--- src/hw/dip_pkg.sv ---
// Package with constants and carrier types for the dual interrupt priority and stop wake-up block.
// Functional notes
// - Primary controller outranks secondary controller at equal level and priority.
// - Equal level and priority: primary served first.
// - Higher secondary level, or equal level and higher priority, wins.
// - Eight-bit low-power control register, software-written.
// - Wake evaluation only while stop wake enabled.
// - Compared wake mask clamped to 0..6.
// - Stopped core enables purely combinational wake path.
// - Wake when active level exceeds mask.
// - Merged wake goes to clock generator.
// - Soft ack returns best vector across controllers.
// - No active source: zero vector, clear level-priority.
package dip_pkg;

    // Number of interrupt sources feeding each controller.
    localparam int unsigned NSRC = 8;
    // Width of a source index.
    localparam int unsigned IDXW = 3;

    // Low-power control register layout: enable bit and mask level field.
    localparam int unsigned LPC_EN_BIT  = 7;
    localparam int unsigned LPC_MASK_HI = 6;
    localparam int unsigned LPC_MASK_LO = 4;
    localparam logic [7:0]  LPC_RESET   = 8'h00;

    // Highest mask the comparator may see, so a top-level request always wakes.
    localparam logic [2:0] MASK_CEIL = 3'h6;
    // Highest interrupt level.
    localparam logic [2:0] LEVEL_TOP = 3'h7;

    // Vector bases of the two controllers; the source index is added to them.
    localparam logic [7:0] PRI_VEC_BASE = 8'h40;
    localparam logic [7:0] SEC_VEC_BASE = 8'h80;
    // Vector returned when nothing is pending.
    localparam logic [7:0] VEC_NONE     = 8'h00;
    // Cleared level and priority value.
    localparam logic [5:0] LP_NONE      = 6'h00;

    // One incoming interrupt source.
    typedef struct packed {
        logic       active;
        logic [2:0] level;
        logic [2:0] prio;
    } dip_src_t;

    // Best pending request of one controller.
    typedef struct packed {
        logic            valid;
        logic [2:0]      level;
        logic [2:0]      prio;
        logic [IDXW-1:0] idx;
    } dip_best_t;

endpackage

--- src/hw/dip_ctrl_eval.sv ---
// One controller's combinational request ranking and stop wake-up evaluation.
module dip_ctrl_eval (
    input  dip_pkg::dip_src_t  [dip_pkg::NSRC-1:0] i_src,
    input  wire logic          [2:0]               i_mask,
    input  wire logic                              i_wake_en,
    output dip_pkg::dip_best_t                     o_best,
    output logic                                   o_wake
);

    // Per-source wake terms, each a pure gate of the source and the mask.
    logic [dip_pkg::NSRC-1:0] src_wake;

    // A source asks for wake-up when active and above the clamped mask.
    for (genvar g = 0; g < dip_pkg::NSRC; g++) begin : g_wake
        assign src_wake[g] = i_src[g].active && (i_src[g].level > i_mask);
    end

    // Wake path holds no storage at all, only gates.
    assign o_wake = i_wake_en && (|src_wake);

    // Scan the sources; lower index keeps ties, higher level then priority wins.
    always_comb begin
        o_best = '0;
        for (int i = 0; i < dip_pkg::NSRC; i++) begin
            if (i_src[i].active && (!o_best.valid || {i_src[i].level, i_src[i].prio} >
                                    {o_best.level, o_best.prio})) begin
                o_best.valid = 1'b1;
                o_best.level = i_src[i].level;
                o_best.prio  = i_src[i].prio;
                o_best.idx   = i[dip_pkg::IDXW-1:0];
            end
        end
    end

endmodule

--- src/hw/dip_top.sv ---
// Top of the dual interrupt priority resolver with stop-mode wake-up.
module dip_top (
    input  wire logic                              i_ref_clk,
    input  wire logic                              i_rst_n,
    input  dip_pkg::dip_src_t  [dip_pkg::NSRC-1:0] i_pri_src,
    input  dip_pkg::dip_src_t  [dip_pkg::NSRC-1:0] i_sec_src,
    input  wire logic                              i_lpc_wr,
    input  wire logic          [7:0]               i_lpc_data,
    input  wire logic                              i_stop_mode,
    input  wire logic                              i_swack_rd,
    output logic               [7:0]               o_lpc,
    output logic                                   o_wake,
    output logic                                   o_ack_valid,
    output logic               [7:0]               o_ack_vector,
    output logic               [5:0]               o_ack_lvlpri
);

    // Rank compare of two requests by level first and priority second.
    function automatic logic ranks_above(input dip_pkg::dip_best_t a, input dip_pkg::dip_best_t b);
        ranks_above = a.valid && (!b.valid || ({a.level, a.prio} > {b.level, b.prio}));
    endfunction

    // Low-power interrupt control register and its next value.
    logic [7:0] lpc_q;
    logic [7:0] lpc_d;
    // Acknowledge answer registers.
    logic       ack_valid_q;
    logic       ack_valid_d;
    logic [7:0] ack_vec_q;
    logic [7:0] ack_vec_d;
    logic [5:0] ack_lp_q;
    logic [5:0] ack_lp_d;

    // Clamped mask, wake enable and the controllers' outputs.
    logic [2:0]         mask_raw;
    logic [2:0]         mask_eff;
    logic               wake_en;
    dip_pkg::dip_best_t pri_best;
    dip_pkg::dip_best_t sec_best;
    logic               pri_wake;
    logic               sec_wake;
    logic               sec_wins;

    // Mask field as written by software.
    assign mask_raw = lpc_q[dip_pkg::LPC_MASK_HI:dip_pkg::LPC_MASK_LO];
    // A mask of seven is pulled down to six so a top-level request still wakes.
    assign mask_eff = (mask_raw > dip_pkg::MASK_CEIL) ? dip_pkg::MASK_CEIL : mask_raw;
    // Evaluation runs only when enabled by software and the core is stopped.
    assign wake_en  = lpc_q[dip_pkg::LPC_EN_BIT] && i_stop_mode;

    // Primary controller evaluator.
    dip_ctrl_eval u_pri (
        .i_src     (i_pri_src),
        .i_mask    (mask_eff),
        .i_wake_en (wake_en),
        .o_best    (pri_best),
        .o_wake    (pri_wake)
    );

    // Secondary controller evaluator.
    dip_ctrl_eval u_sec (
        .i_src     (i_sec_src),
        .i_mask    (mask_eff),
        .i_wake_en (wake_en),
        .o_best    (sec_best),
        .o_wake    (sec_wake)
    );

    // Either controller alone wakes the clock generator; no flop on this path.
    assign o_wake = pri_wake || sec_wake;

    // Secondary is chosen only when it strictly outranks the primary's best.
    assign sec_wins = ranks_above(sec_best, pri_best);

    // Next value of the low-power control register.
    always_comb begin
        // The byte is held unless software writes it.
        lpc_d = lpc_q;
        // Software write loads the whole byte.
        if (i_lpc_wr) begin
            lpc_d = i_lpc_data;
        end
    end

    // Next value of the acknowledge answer.
    always_comb begin
        // The strobe follows the read; vector and level-priority hold otherwise.
        ack_valid_d = i_swack_rd;
        ack_vec_d   = ack_vec_q;
        ack_lp_d    = ack_lp_q;
        if (i_swack_rd) begin
            // Winner across both controllers goes out with its level and priority.
            if (sec_wins) begin
                // Secondary strictly outranks the primary's best.
                ack_vec_d = dip_pkg::SEC_VEC_BASE + {5'h00, sec_best.idx};
                ack_lp_d  = {sec_best.level, sec_best.prio};
            end else if (pri_best.valid) begin
                // Primary best wins, ties included.
                ack_vec_d = dip_pkg::PRI_VEC_BASE + {5'h00, pri_best.idx};
                ack_lp_d  = {pri_best.level, pri_best.prio};
            end else begin
                // Nothing pending: zero vector and cleared level-priority.
                ack_vec_d = dip_pkg::VEC_NONE;
                ack_lp_d  = dip_pkg::LP_NONE;
            end
        end
    end

    // Register stage for all state.
    always_ff @(posedge i_ref_clk) begin
        if (!i_rst_n) begin
            // Synchronous reset clears the register and the answer.
            lpc_q       <= dip_pkg::LPC_RESET;
            ack_valid_q <= 1'b0;
            ack_vec_q   <= dip_pkg::VEC_NONE;
            ack_lp_q    <= dip_pkg::LP_NONE;
        end else begin
            // Every register takes its next value on every edge.
            lpc_q       <= lpc_d;
            ack_valid_q <= ack_valid_d;
            ack_vec_q   <= ack_vec_d;
            ack_lp_q    <= ack_lp_d;
        end
    end

    // Outputs come straight from the registers.
    assign o_lpc        = lpc_q;
    assign o_ack_valid  = ack_valid_q;
    assign o_ack_vector = ack_vec_q;
    assign o_ack_lvlpri = ack_lp_q;

    // A write lands in the register on the next edge.
    a_lpc_load: assert property (@(posedge i_ref_clk) disable iff (!i_rst_n)
        i_lpc_wr |=> (o_lpc == $past(i_lpc_data)))
        else $error("Low-power control register did not take the written byte.");

    // Without the stop wake enable bit there is never a wake-up.
    a_wake_enable_gate: assert property (@(posedge i_ref_clk) disable iff (!i_rst_n)
        !o_lpc[dip_pkg::LPC_EN_BIT] |-> !o_wake)
        else $error("Wake-up asserted with stop wake enable clear.");

    // The wake path is idle while the core runs.
    a_wake_only_stop: assert property (@(posedge i_ref_clk) disable iff (!i_rst_n)
        !i_stop_mode |-> !o_wake)
        else $error("Wake-up asserted outside stop mode.");

    // A level seven primary request wakes whatever mask was written.
    a_top_level_wakes: assert property (@(posedge i_ref_clk) disable iff (!i_rst_n)
        (wake_en && pri_best.valid && pri_best.level == dip_pkg::LEVEL_TOP) |-> o_wake)
        else $error("Level seven request failed to wake.");

    // A secondary request above the mask wakes in the same cycle.
    a_sec_wake_level: assert property (@(posedge i_ref_clk) disable iff (!i_rst_n)
        (wake_en && sec_best.valid && sec_best.level > mask_eff) |-> o_wake)
        else $error("Secondary request above mask did not wake.");

    // No wake-up while every active request sits at or below the mask.
    a_no_wake_below: assert property (@(posedge i_ref_clk) disable iff (!i_rst_n)
        ((!pri_best.valid || pri_best.level <= mask_eff) && (!sec_best.valid || sec_best.level <= mask_eff))
        |-> !o_wake)
        else $error("Wake-up asserted with no request above the mask.");

    // On equal rank the primary's vector is returned.
    a_tie_primary: assert property (@(posedge i_ref_clk) disable iff (!i_rst_n)
        (i_swack_rd && pri_best.valid && sec_best.valid &&
         {pri_best.level, pri_best.prio} == {sec_best.level, sec_best.prio})
        |=> (o_ack_valid && o_ack_vector == dip_pkg::PRI_VEC_BASE + {5'h00, $past(pri_best.idx)}))
        else $error("Tie not resolved toward the primary controller.");

    // A strictly higher secondary request is returned with its rank.
    a_sec_outranks: assert property (@(posedge i_ref_clk) disable iff (!i_rst_n)
        (i_swack_rd && sec_best.valid && (!pri_best.valid ||
         {sec_best.level, sec_best.prio} > {pri_best.level, pri_best.prio}))
        |=> (o_ack_vector == dip_pkg::SEC_VEC_BASE + {5'h00, $past(sec_best.idx)} &&
             o_ack_lvlpri == {$past(sec_best.level), $past(sec_best.prio)}))
        else $error("Higher secondary request was not returned.");

    // An empty read answers zero and clears level-priority.
    a_empty_ack: assert property (@(posedge i_ref_clk) disable iff (!i_rst_n)
        (i_swack_rd && !pri_best.valid && !sec_best.valid)
        |=> (o_ack_vector == dip_pkg::VEC_NONE && o_ack_lvlpri == dip_pkg::LP_NONE))
        else $error("Empty acknowledge did not return zero.");

    // Answer holds steady between reads.
    a_ack_holds: assert property (@(posedge i_ref_clk) disable iff (!i_rst_n)
        !i_swack_rd |=> (!o_ack_valid && $stable(o_ack_vector) && $stable(o_ack_lvlpri)))
        else $error("Acknowledge answer changed without a read.");

    // Every read is answered by a one-cycle strobe on the next edge.
    a_ack_pulse: assert property (@(posedge i_ref_clk) disable iff (!i_rst_n)
        i_swack_rd |=> o_ack_valid)
        else $error("Soft acknowledge read got no answer strobe.");

    // A primary request above the mask wakes in the same cycle.
    a_pri_wake_level: assert property (@(posedge i_ref_clk) disable iff (!i_rst_n)
        (wake_en && pri_best.valid && pri_best.level > mask_eff) |-> o_wake)
        else $error("Primary request above mask did not wake.");

    // A primary best at or above the secondary's rank is returned with its rank.
    a_pri_outranks: assert property (@(posedge i_ref_clk) disable iff (!i_rst_n)
        (i_swack_rd && pri_best.valid && (!sec_best.valid ||
         {pri_best.level, pri_best.prio} >= {sec_best.level, sec_best.prio}))
        |=> (o_ack_vector == dip_pkg::PRI_VEC_BASE + {5'h00, $past(pri_best.idx)} &&
             o_ack_lvlpri == {$past(pri_best.level), $past(pri_best.prio)}))
        else $error("Primary request of equal or higher rank was not returned.");

    // The control register keeps its byte between writes.
    a_lpc_holds: assert property (@(posedge i_ref_clk) disable iff (!i_rst_n)
        !i_lpc_wr |=> $stable(o_lpc))
        else $error("Low-power control register changed without a write.");

    // A level seven secondary request wakes whatever mask was written.
    a_sec_top_wakes: assert property (@(posedge i_ref_clk) disable iff (!i_rst_n)
        (wake_en && sec_best.valid && sec_best.level == dip_pkg::LEVEL_TOP) |-> o_wake)
        else $error("Level seven secondary request failed to wake.");

    // A programmed mask of seven is compared as six.
    a_mask_clamp: assert property (@(posedge i_ref_clk) disable iff (!i_rst_n)
        (mask_raw == dip_pkg::LEVEL_TOP) |-> (mask_eff == dip_pkg::MASK_CEIL))
        else $error("Mask of seven was not clamped to six.");

    // A wake-up always has an enabled evaluation and a request above the mask behind it.
    a_wake_has_cause: assert property (@(posedge i_ref_clk) disable iff (!i_rst_n)
        o_wake |-> (wake_en && ((pri_best.valid && pri_best.level > mask_eff) ||
                                (sec_best.valid && sec_best.level > mask_eff))))
        else $error("Wake-up asserted without an enabled request above the mask.");

endmodule

--- config.mk ---
export PLATFORM = sky130hd
export DESIGN_NAME = dip_top
export DESIGN_NICKNAME = d
export VERILOG_FILES = /design/src/hw/dip_pkg.sv /design/src/hw/dip_ctrl_eval.sv /design/src/hw/dip_top.sv
export SDC_FILE = /design/constraint.sdc
export NUM_CORES = 1
export LEC_CHECK = 0
export BUFFER_PORTS_ARGS = -buffer_cell sky130_fd_sc_hd__clkbuf_2
export CAP_MARGIN = 25
export CORE_MARGIN = 4
export CORE_UTILIZATION = 60
export CTS_BUF_LIST = sky130_fd_sc_hd__clkbuf_4
export CTS_CLUSTER_DIAMETER = 80
export DETAILED_ROUTE_END_ITERATION = 6
export GPL_TIMING_DRIVEN = 0
export PLACE_DENSITY_LB_ADDON = 0.08
export SYNTH_ARGS = -nofsm -noshare
export SYNTH_HDL_FRONTEND = slang
export SYNTH_SLANG_ARGS = --single-unit
--- constraint.sdc ---
create_clock -name i_ref_clk -period 31.3 [get_ports i_ref_clk]
set_input_delay 3.13 -clock i_ref_clk [delete_from_list [all_inputs] [get_ports i_ref_clk]]
set_output_delay 3.13 -clock i_ref_clk [all_outputs]
set_load 0.01 [all_outputs]
# ---- After elaboration in Yosys (flattened, before gate mapping)
# Index checks and enable logic that the tools add are counted.
dict set report classes {
  add_sub_neg 2
  order_cmp 32
  muxes 21
  reduce_logical 67
}
# operator count
set op_table {}
lappend op_table {{$mux W10} 16}
lappend op_table {{$gt A6 B6 Y1} 15}
lappend op_table {{$gt A3 B3 Y1} 16}
lappend op_table {{$logic_and A1 B1 Y1} 34}
lappend op_table {{$logic_or A1 B1 Y1} 16}
lappend op_table {{$mux W8} 2}
lappend op_table {{$reduce_or A8 Y1} 2}
lappend op_table {{$logic_not A1 Y1} 15}
lappend op_table {{$mux W6} 2}
lappend op_table {{$add A7 B3 Y8 const A} 1}
lappend op_table {{$add A8 B3 Y8 const A} 1}
lappend op_table {{$gt A3 B3 Y1 const B} 1}
lappend op_table {{$mux W3} 1}
dict set report word_totals {
  register_bits 23
  out_inout_bits 24
  elab_cells 126
}

# ---- Depth between registers and ports, before layout
# Gate-level depths: netlist of run 1.
dict set report depth {
  depth_word 33
  ltp_mapped 76
  depth_no_buf 70
}

# ---- Cells and area by module
# Synthesis of run 1 repeated with hierarchy kept, for this count alone.
dict set report hier_totals {
  hier_cells 768
  area_unflattened_um2 6174.7
}
# mod instances cells_each area_each_um2 seq_area_each_um2
set by_module_without_submodules {}
lappend by_module_without_submodules {{dip_ctrl_eval (u_sec)} 1 331 2622.5 0.0}
lappend by_module_without_submodules {{dip_ctrl_eval (u_pri)} 1 310 2473.6 0.0}
lappend by_module_without_submodules {dip_top 1 127 1078.5 400.4}

# ---- Least setup slack after synthesis of run 1
# No wires, ideal clock.
dict set report synth_path {
  path_type {input port to flip-flop}
  start {input i_pri_src[6] (netlist bit)}
  end {register ack_lp_q[0] (netlist: o_ack_lvlpri[0])}
  setup_time_ps 117
  t_arrival_ps 15717
  required_ps 31183
  path_slack_ps 15467
  cell_stages 72
  cell_sequence {clkbuf_1 -> nand2_1 -> ha_1 -> nor2b_1 -> o21a_1 -> o21ai_0 -> a211oi_1 -> o21ai_0 -> and2_1 -> ha_1 -> and4_1 -> nand3_1 -> o211ai_1 -> a21o_1 -> and2_1 -> clkbuf_1 -> a21oi_1 -> inv_1 -> [... 36 more ...] -> inv_1 -> ha_1 -> nor2b_1 -> o21a_1 -> o21ai_0 -> a21oi_1 -> o21ai_0 -> clkbuf_1 -> mux2_2 -> ha_1 -> o21a_1 -> o21ai_0 -> o2bb2ai_1 -> o311a_1 -> nor2b_1 -> a222oi_1 -> o211ai_1 -> a22o_1}
}
dict set report synth_between {
  elab_chain_len 33
  elab_cells_between_ends 42
  classes_between {order compare (8); mux (10); reduce/logical (24)}
}
# element line
set synth_rtl {}
lappend synth_rtl {{start: declaration} dip_top.sv:5} ;# input dip_pkg::dip_src_t [dip_pkg::NSRC-1:0] i_pri_src,
lappend synth_rtl {{$mux W10 *} dip_ctrl_eval.sv:25} ;# if (i_src[i].active && (!o_best.valid || {i_src[i].level, i_src[i].prio} >
lappend synth_rtl {{$gt A6 B6 Y1 or $logic_not A1 Y1 (tied branches)} dip_ctrl_eval.sv:25}
lappend synth_rtl {{$logic_or A1 B1 Y1} dip_ctrl_eval.sv:25}
lappend synth_rtl {{$logic_and A1 B1 Y1} dip_ctrl_eval.sv:25}
lappend synth_rtl {{$mux W10 *} dip_ctrl_eval.sv:25}
lappend synth_rtl {{$gt A6 B6 Y1 or $logic_not A1 Y1 (tied branches)} dip_ctrl_eval.sv:25}
lappend synth_rtl {{$logic_or A1 B1 Y1} dip_ctrl_eval.sv:25}
lappend synth_rtl {{$logic_and A1 B1 Y1} dip_ctrl_eval.sv:25}
lappend synth_rtl {{[... 17 more ...]} --}
lappend synth_rtl {{$gt A6 B6 Y1 or $logic_not A1 Y1 (tied branches)} dip_ctrl_eval.sv:25}
lappend synth_rtl {{$logic_or A1 B1 Y1} dip_ctrl_eval.sv:25}
lappend synth_rtl {{$logic_and A1 B1 Y1} dip_ctrl_eval.sv:25}
lappend synth_rtl {{$mux W10 *} dip_ctrl_eval.sv:25}
lappend synth_rtl {{$gt A6 B6 Y1 or $logic_not A1 Y1 (tied branches)} dip_top.sv:20} ;# ranks_above = a.valid && (!b.valid || ({a.level, a.prio} > {b.level, b.prio}));
lappend synth_rtl {{$logic_or A1 B1 Y1} dip_top.sv:20}
lappend synth_rtl {{$logic_and A1 B1 Y1} dip_top.sv:20}
lappend synth_rtl {{$mux W6 *} dip_top.sv:93} ;# if (sec_wins) begin
lappend synth_rtl {{end signal: assignment} dip_top.sv:116} ;# ack_lp_q <= dip_pkg::LP_NONE;
lappend synth_rtl {{end signal: assignment} dip_top.sv:122} ;# ack_lp_q <= ack_lp_d;
lappend synth_rtl {{end: declaration} dip_top.sv:31} ;# logic [5:0] ack_lp_q;
# Every way passes the cells marked *; elsewhere a longest branch is shown, timed or not.
# A chain may end at the register's enable or synchronous reset.

# ---- Worst setup path after layout of run 1
# Ends and elaborated chain as after synthesis.

==> results of run 1 <==
## stage by stage
| step | total power [mW] | hold slack [ps] | utilization [%] | instance area [um^2] | instances |
|---|---|---|---|---|---|
| CTS | 0.333 | 482 | 72.2 | 6740 | 1030 |
| finish | 0.338 | 481 | 72.2 | 6740 | 1030 |
| global placement | 0.305 | 459 | 71.9 | 6710 | 1026 |
| global route | 0.373 | 505 | 72.2 | 6740 | 1030 |
| floorplan | 0.241 | 490 | - | 5820 | 753 |
| detailed placement | 0.319 | 465 | 71.9 | 6710 | 1026 |
## metal layers
| layer | vias to the layer above | routed length [um] | global-route usage [%] |
|---|---|---|---|
| met1 | 2990 | 7480 | 38.9 |
| met2 | 274 | 8630 | 54.0 |
| met4 | 0 | 282 | 6.67 |
| met3 | 26 | 1360 | 3.34 |
| met5 | - | 0 | 0 |
| li1 | 3161 | - | - |
## worst max-delay path: cells and delay by family
kind | cells | cell delay (ps)
AO/OA/AOI/OAI | 37 | 7570
adder cells (fa/ha/maj) | 8 | 1990
buffers and inverters | 10 | 2740
AND/OR/NAND/NOR | 17 | 2270
multiplexers | 2 | 800
## state kept, by name, summed over array words and instances, names as in the netlist
register and count:
o_ack_valid 1, o_ack_lvlpri 6, o_lpc 8, o_ack_vector 5
## layout make-up
class                   instances  area [um^2]  share of cell area [%]
multi-input cells             652         5100                    75.7
well taps                     129          161                    2.40
inverters                      63          239                    3.55
clock buffers                   3         22.5                   0.334
flip-flops and latches         20          400                    5.94
repair buffers                144          721                    10.7
clock inverters                 1         3.75                  0.0557
plain buffers                  18         86.3                    1.28
## layout by cell type (no fill, tap or decap), drive strengths merged, types with 15 or more instances in the layout
master,netlist,routed
nor2b,33,33
inv,63,63
nand3,24,24
dfxtp,20,20
clkbuf,13,160
ha,136,136
nand4,17,17
o21ai,48,48
nand2,59,59
mux2,15,15
o21a,41,41
o211ai,20,20
nor2,52,52
a21oi,21,21
mux2i,24,24
## synth_stat cells, drive strengths merged, types with 11 or more instances
cell	n	area, um^2
dfxtp	20	400
o21ai	48	244
nand4	17	121
and2	11	68.8
ha	136	1700
o211ai	20	150
nor3	12	60.1
a31oi	11	98.8
nand3	24	120
a21o	13	97.6
nor2b	33	206
clkbuf	13	48.8
mux2	15	180
o21a	41	308
a21oi	21	105
nand2	59	221
nor2	52	195
inv	63	239
mux2i	24	240
## cells by family (layout without fill, tap and decap cells)
group,count (synthesis),in the layout,synth area share [%]
AO/OA/AOI/OAI,227,227,29.0
AND/OR/NAND/NOR,247,247,22.0
other,1,3,0.0645
flip-flops,20,20,6.88
multiplexers,39,39,7.23
adder cells (fa/ha/maj),136,136,29.3
buffers and inverters,81,229,5.59
## path summary, 6_finish.rpt
kind / end / slack (ps) / cells past startpoint
worst max-delay path: o_ack_lvlpri[0] / 12980 / 74
worst min-delay path: o_ack_vector[7] / 480 / 2
worst max register to register: o_ack_lvlpri[0] / 30140 / 3
worst min register to register: o_ack_vector[7] / 480 / 2
## power groups by stage
stage	Sequential [mW]	Clock, mW	Combinational (mW)
floorplan	0.0353	0	0.206
global placement	0.0332	0	0.272
detailed placement	0.0334	0	0.286
CTS	0.0328	0.0129	0.288
global route	0.0333	0.0144	0.325
finish	0.0329	0.0125	0.293
==> results.json, run 1 <==
{
  "run_status": "completed",
  "internal_power_mw": 0.163,
  "start_util_pct": 62.3,
  "pwr-share-comb_pct": 86.6,
  "synth_enable_flop_cells": 0,
  "io_pins": 149,
  "gp_congestion": 0.960,
  "dp_hpwl_mm": 15.3,
  "routed_wl_mm": 17.8,
  "ant_nets": 0,
  "nets": 1163,
  "hold_violations": 0,
  "clockBufferDepth": 2,
  "fillers": 808,
  "drive_gt1_share_pct": 20.8,
  "clock_sinks": 20,
  "pwr-share-seq_pct": 9.7,
  "switching_share_pct": 52.0,
  "tns_ps": 0,
  "grt_usage_pct": 30.2,
  "fin_crit_ps": 18320,
  "startpoint_type": "primary input",
  "grt_setup_unrepaired": "no",
  "clk_latency_ps": 310,
  "power.net_switching_mw": 0.176,
  "worstHoldPathType": "reg2reg",
  "finalWorstSetupSlack_ps": 12980,
  "drc": 0,
  "cts_tree": "yes",
  "cts-root-buf": "clkbuf_4",
  "antenna_found_initial": 0,
  "cts_buffers": 3,
  "finalCritPeriodShare_pct": 58.5,
  "critPathMaxFanout": 10,
  "drt-initial-drc-count": 381,
  "worstSetupStartpoint": "i_pri_src[6]",
  "maxSlewHeadroom_pct": 34.7,
  "areaGrowthSynthToFinish_pct": 15.8,
  "grt_max_degree": 17,
  "first_global_vias": 6321,
  "cts_setup_buffers": 0,
  "grt_pass1_wl_mm": 28.8,
  "cp-end-kind": "flop",
  "worst_pin_slew_ps": 973,
  "dieArea_um2": 11300,
  "crit_type": "in2reg",
  "synth-main-ff-cell": "dfxtp_1",
  "port_buffers": 144,
  "max_freq_mhz": 54.6,
  "wl_per_cell_um": 17.2,
  "yosysSeqAreaShare_pct": 6.88,
  "h-tree-depth": 1,
  "core-area_um2": 9330,
  "netlist_instances": 751,
  "fp.dieW_um": 106,
  "ys_async_sr_fraction_pct": 0,
  "timing.final.max_slew_violations": 0,
  "synth_area_um2": 5820,
  "power_density_nw_per_um2": 50.2,
  "globalRoute.totalOverflow": 0,
  "cp_common_cell": "o21ai_0",
  "cp.arrival_ps": 18520,
  "power.leakage_nw": 3.42,
  "yosysWarnings": 0,
  "power_frac_clock_pct": 3.7,
  "max_stage_delay_ps": 470,
  "setup_viol": 0,
  "ys_ff_latch": 20,
  "syn_avg_cell_area_um2": 7.74,
  "cp.required_ps": 31510,
  "final.setup_skew_ps": 0,
  "die_h_um": 106,
  "maxCapViolations": 0,
  "num_rows": 35,
  "post_cts_resized": 0,
  "hp-start": "o_ack_vector[7]",
  "synth_cell_type_count": 74,
  "vias_per_cell": 6.26,
  "crit_path_top_delay_cell": "o21ai_0",
  "r2r-start": "o_ack_lvlpri[0]",
  "ir_worst_vdd_mv": 0.0322,
  "pre_cts_ws_ps": 13010,
  "vias": 6451,
  "dr.pass1.iters": 6,
  "num_antenna_cells": 0,
  "postCtsHoldBufs": 0,
  "clk_pin_slew_ps": 110
}
No activity file was read; power rests on OpenSTA's default activity.
==> run 2, diff against run 1 <==
--- a/config.mk
+++ b/config.mk
@@ -5,10 +5,11 @@
 export SDC_FILE = /design/constraint.sdc
 export NUM_CORES = 1
 export LEC_CHECK = 0
+export ABC_AREA = 1
 export BUFFER_PORTS_ARGS = -buffer_cell sky130_fd_sc_hd__clkbuf_2
 export CAP_MARGIN = 25
 export CORE_MARGIN = 4
-export CORE_UTILIZATION = 60
+export CORE_UTILIZATION = 56
 export CTS_BUF_LIST = sky130_fd_sc_hd__clkbuf_4
 export CTS_CLUSTER_DIAMETER = 80
 export DETAILED_ROUTE_END_ITERATION = 6
==> constraint.sdc (replaced) <==
create_clock -name i_ref_clk -period 19 [get_ports i_ref_clk]
set_input_delay 1.9 -clock i_ref_clk [delete_from_list [all_inputs] [get_ports i_ref_clk]]
set_output_delay 1.9 -clock i_ref_clk [all_outputs]
set_load 0.01 [all_outputs]
==> run 2 against run 1 <==
  * Die area grew 5.4%
  * Flip-flop and latch count is the same
  * Utilization shrank 4.7 points
  * Critical endpoint is now o_ack_vector[1]
==> results.json, run 2 <==
{
  "layout_commonest_cell": "nand2_1",
  "worst-path-buf-inv": 15,
  "post-synth-top-count-cell": "nand2_1",
  "final.setup_skew_ps": 0,
  "max_stage_delay_ps": 420,
  "synth-main-ff-cell": "dfxtp_1",
  "ys_ff_latch": 20,
  "grt_pass1_wl_mm": 24.1,
  "areaGrowthSynthToFinish_pct": 16.0,
  "synthXorXnorAreaFrac_pct": 0,
  "crit_family": "compound AO/OA/AOI/OAI gates",
  "dp_hpwl_mm": 12.8,
  "setup_viol": 0,
  "hp-start": "o_ack_vector[6]",
  "ys_async_sr_fraction_pct": 0,
  "die_h_um": 109,
  "yosysWarnings": 0,
  "clock_sinks": 20,
  "worstHoldPathType": "reg2reg",
  "busiest_layer": "met2",
  "maxSlewHeadroom_pct": 38.9,
  "cts_buffers": 3,
  "synth_compound_area_share_pct": 19.9,
  "grt_setup_unrepaired": "no",
  "cts-root-buf": "clkbuf_4",
  "grt_usage_pct": 24.1,
  "postCtsHoldBufs": 0,
  "synth_area_leaders": "ha_1 30%, nand2_1 13%, dfxtp_1 7.0%",
  "power.net_switching_mw": 0.307,
  "run_status": "completed",
  "ant_nets": 0,
  "worst_r2r_path_depth": 2,
  "synth_enable_flop_cells": 0,
  "switching_share_pct": 54.7,
  "fp.dieW_um": 109,
  "synthMuxAreaShare_pct": 0,
  "syn_avg_cell_area_um2": 6.56,
  "synth_top_family_by_area": "simple AND/OR/NAND/NOR gates",
  "internal_power_mw": 0.254,
  "core-area_um2": 9860,
  "rrSetupSlack_ps": 17860,
  "nets": 1287,
  "fin_cells": 1158,
  "finalCritPeriodShare_pct": 72.0,
  "wl_per_cell_um": 12.5,
  "utilization_pct": 67.6,
  "largest_register_ffs": 8,
  "min_path_cells": 2,
  "ir_worst_vdd_mv": 0.0479,
  "met2_usage_pct": 45.4,
  "holdWs_ps": 481,
  "io_pins": 149,
  "routed_wl_mm": 14.5,
  "vias_per_cell": 5.18,
  "dieArea_um2": 11900,
  "pre_cts_ws_ps": 5060,
  "dr.pass1.iters": 5,
  "cp.arrival_ps": 13900,
  "fin_crit_ps": 13670,
  "gp_congestion": 0.842,
  "worst_pin_slew_ps": 912,
  "met3_usage_pct": 0.829,
  "r2r-start": "o_lpc[5]",
  "num_rows": 36,
  "netlist_instances": 876,
  "power_density_nw_per_um2": 84.2,
  "cts_setup_buffers": 0,
  "crit_path_top_delay_cell": "o21ai_1",
  "drc": 0,
  "dp_cells": 1154,
  "critPathMaxFanout": 10,
  "clk_latency_ps": 290,
  "vias": 6002,
  "clockBufferDepth": 2,
  "power_frac_clock_pct": 3.6,
  "tns_ps": 0,
  "drive_gt1_share_pct": 27.0,
  "synth_area_um2": 5740,
  "startpoint_type": "primary input",
  "grt_max_degree": 18,
  "globalRoute.totalOverflow": 0,
  "h-tree-depth": 1,
  "finalWorstSetupSlack_ps": 5330,
  "min_to": "o_ack_vector[6]",
  "timing.final.max_slew_violations": 0,
  "power.leakage_nw": 3.81,
  "crit_cells": 89,
  "post_cts_resized": 0,
  "finalPower_mw": 0.561,
  "synth_top_cell_area_share_pct": 29.6,
  "drt-initial-drc-count": 165,
  "cp-end-kind": "flop",
  "first_global_vias": 5636,
  "yosysTopAreaCell": "ha_1",
  "start_util_pct": 58.2,
  "clk_pin_slew_ps": 110,
  "antenna_found_initial": 0,
  "r2r-end": "o_lpc[5]",
  "yosysSeqAreaShare_pct": 6.97,
  "crit_type": "in2reg",
  "cp_common_cell": "nand2_1",
  "postPlaceCellArea_um2": 6640,
  "hold_violations": 0,
  "yosys.area_share.simple_pct": 34.2,
  "pwr-share-seq_pct": 9.9,
  "cts_tree": "yes",
  "synthTopCellsByCount": "197 x nand2_1, 136 x ha_1, 92 x inv_1",
  "pwr-share-comb_pct": 86.5,
  "grt_use_met1_pct": 31.0,
  "port_buffers": 143,
  "synth_adder_area_share_pct": 29.6,
  "max_freq_mhz": 73.1,
  "synth_cell_type_count": 45,
  "num_antenna_cells": 0,
  "stdcell_area_um2": 6660,
  "final_cell_mix": "197 x nand2_1, 143 x clkbuf_2, 136 x ha_1",
  "maxCapViolations": 0,
  "fillers": 975,
  "cp.required_ps": 19230
}
-- run 2: cell count changes after synthesis, moves of 17 or more --
cell	change
nor2b_1	-33
nand2_2	+43
mux2i_1	-24
o21ai_2	+31
nand3_1	+51
a21oi_1	+37
nand2_1	+138
inv_1	+31
o21ai_1	+17
o21a_1	-38
-- run 2: metal layers --
| metal | vias to the layer above | share of wire (%) |
|---|---|---|
| li1 | 3287 | - |
| met1 | 2604 | 47 |
| met2 | 105 | 48 |
| met3 | 6 | 4.0 |
| met4 | 0 | 0.69 |
| met5 | - | 0 |
-- run 2: area by class of cell --
class | instances | area, um^2 | share of cell area [%]
Clock buffer | 3 | 22.5 | 0.338
Sequential cell | 20 | 400 | 6.01
Inverter | 101 | 379 | 5.69
Multi-Input combinational cell | 736 | 4820 | 72.4
Clock inverter | 1 | 3.75 | 0.0563
Buffer | 21 | 153 | 2.29
Tap cell | 133 | 166 | 2.50
Timing Repair Buffer | 143 | 716 | 10.7
-- run 2: worst max-delay path by stage --
| stage | startpoint | end |
|---|---|---|
| after global routing | i_pri_src[6] | o_ack_vector[1] |
| after floorplan | i_pri_src[6] | o_ack_vector[0] |
| after CTS | i_pri_src[6] | o_ack_vector[1] |
| after global placement | i_pri_src[6] | o_ack_vector[1] |
| after detailed placement | i_pri_src[6] | o_ack_vector[1] |
| final | i_pri_src[6] | o_ack_vector[1] |
-- run 2: cells by family after synthesis --
family / after synthesis
buf+inv: 122
other cells: 1
compound gates: 181
flops: 20
fa+ha+maj: 136
simple gates: 416
-- run 2: power groups by stage --
stage	combinational, mW	sequential (mW)	clock, mW
after floorplan	0.370	0.0598	0
after global placement	0.475	0.0567	0
after detailed placement	0.485	0.0569	0
after CTS	0.487	0.0559	0.0209
after global routing	0.564	0.0567	0.0228
final	0.485	0.0558	0.0201
-- run 2: tightest hold or removal path, cell delays in order (launching register included) --
cell	delay [ps]
dfxtp_1	330
nand2_1	60
a21oi_1	50
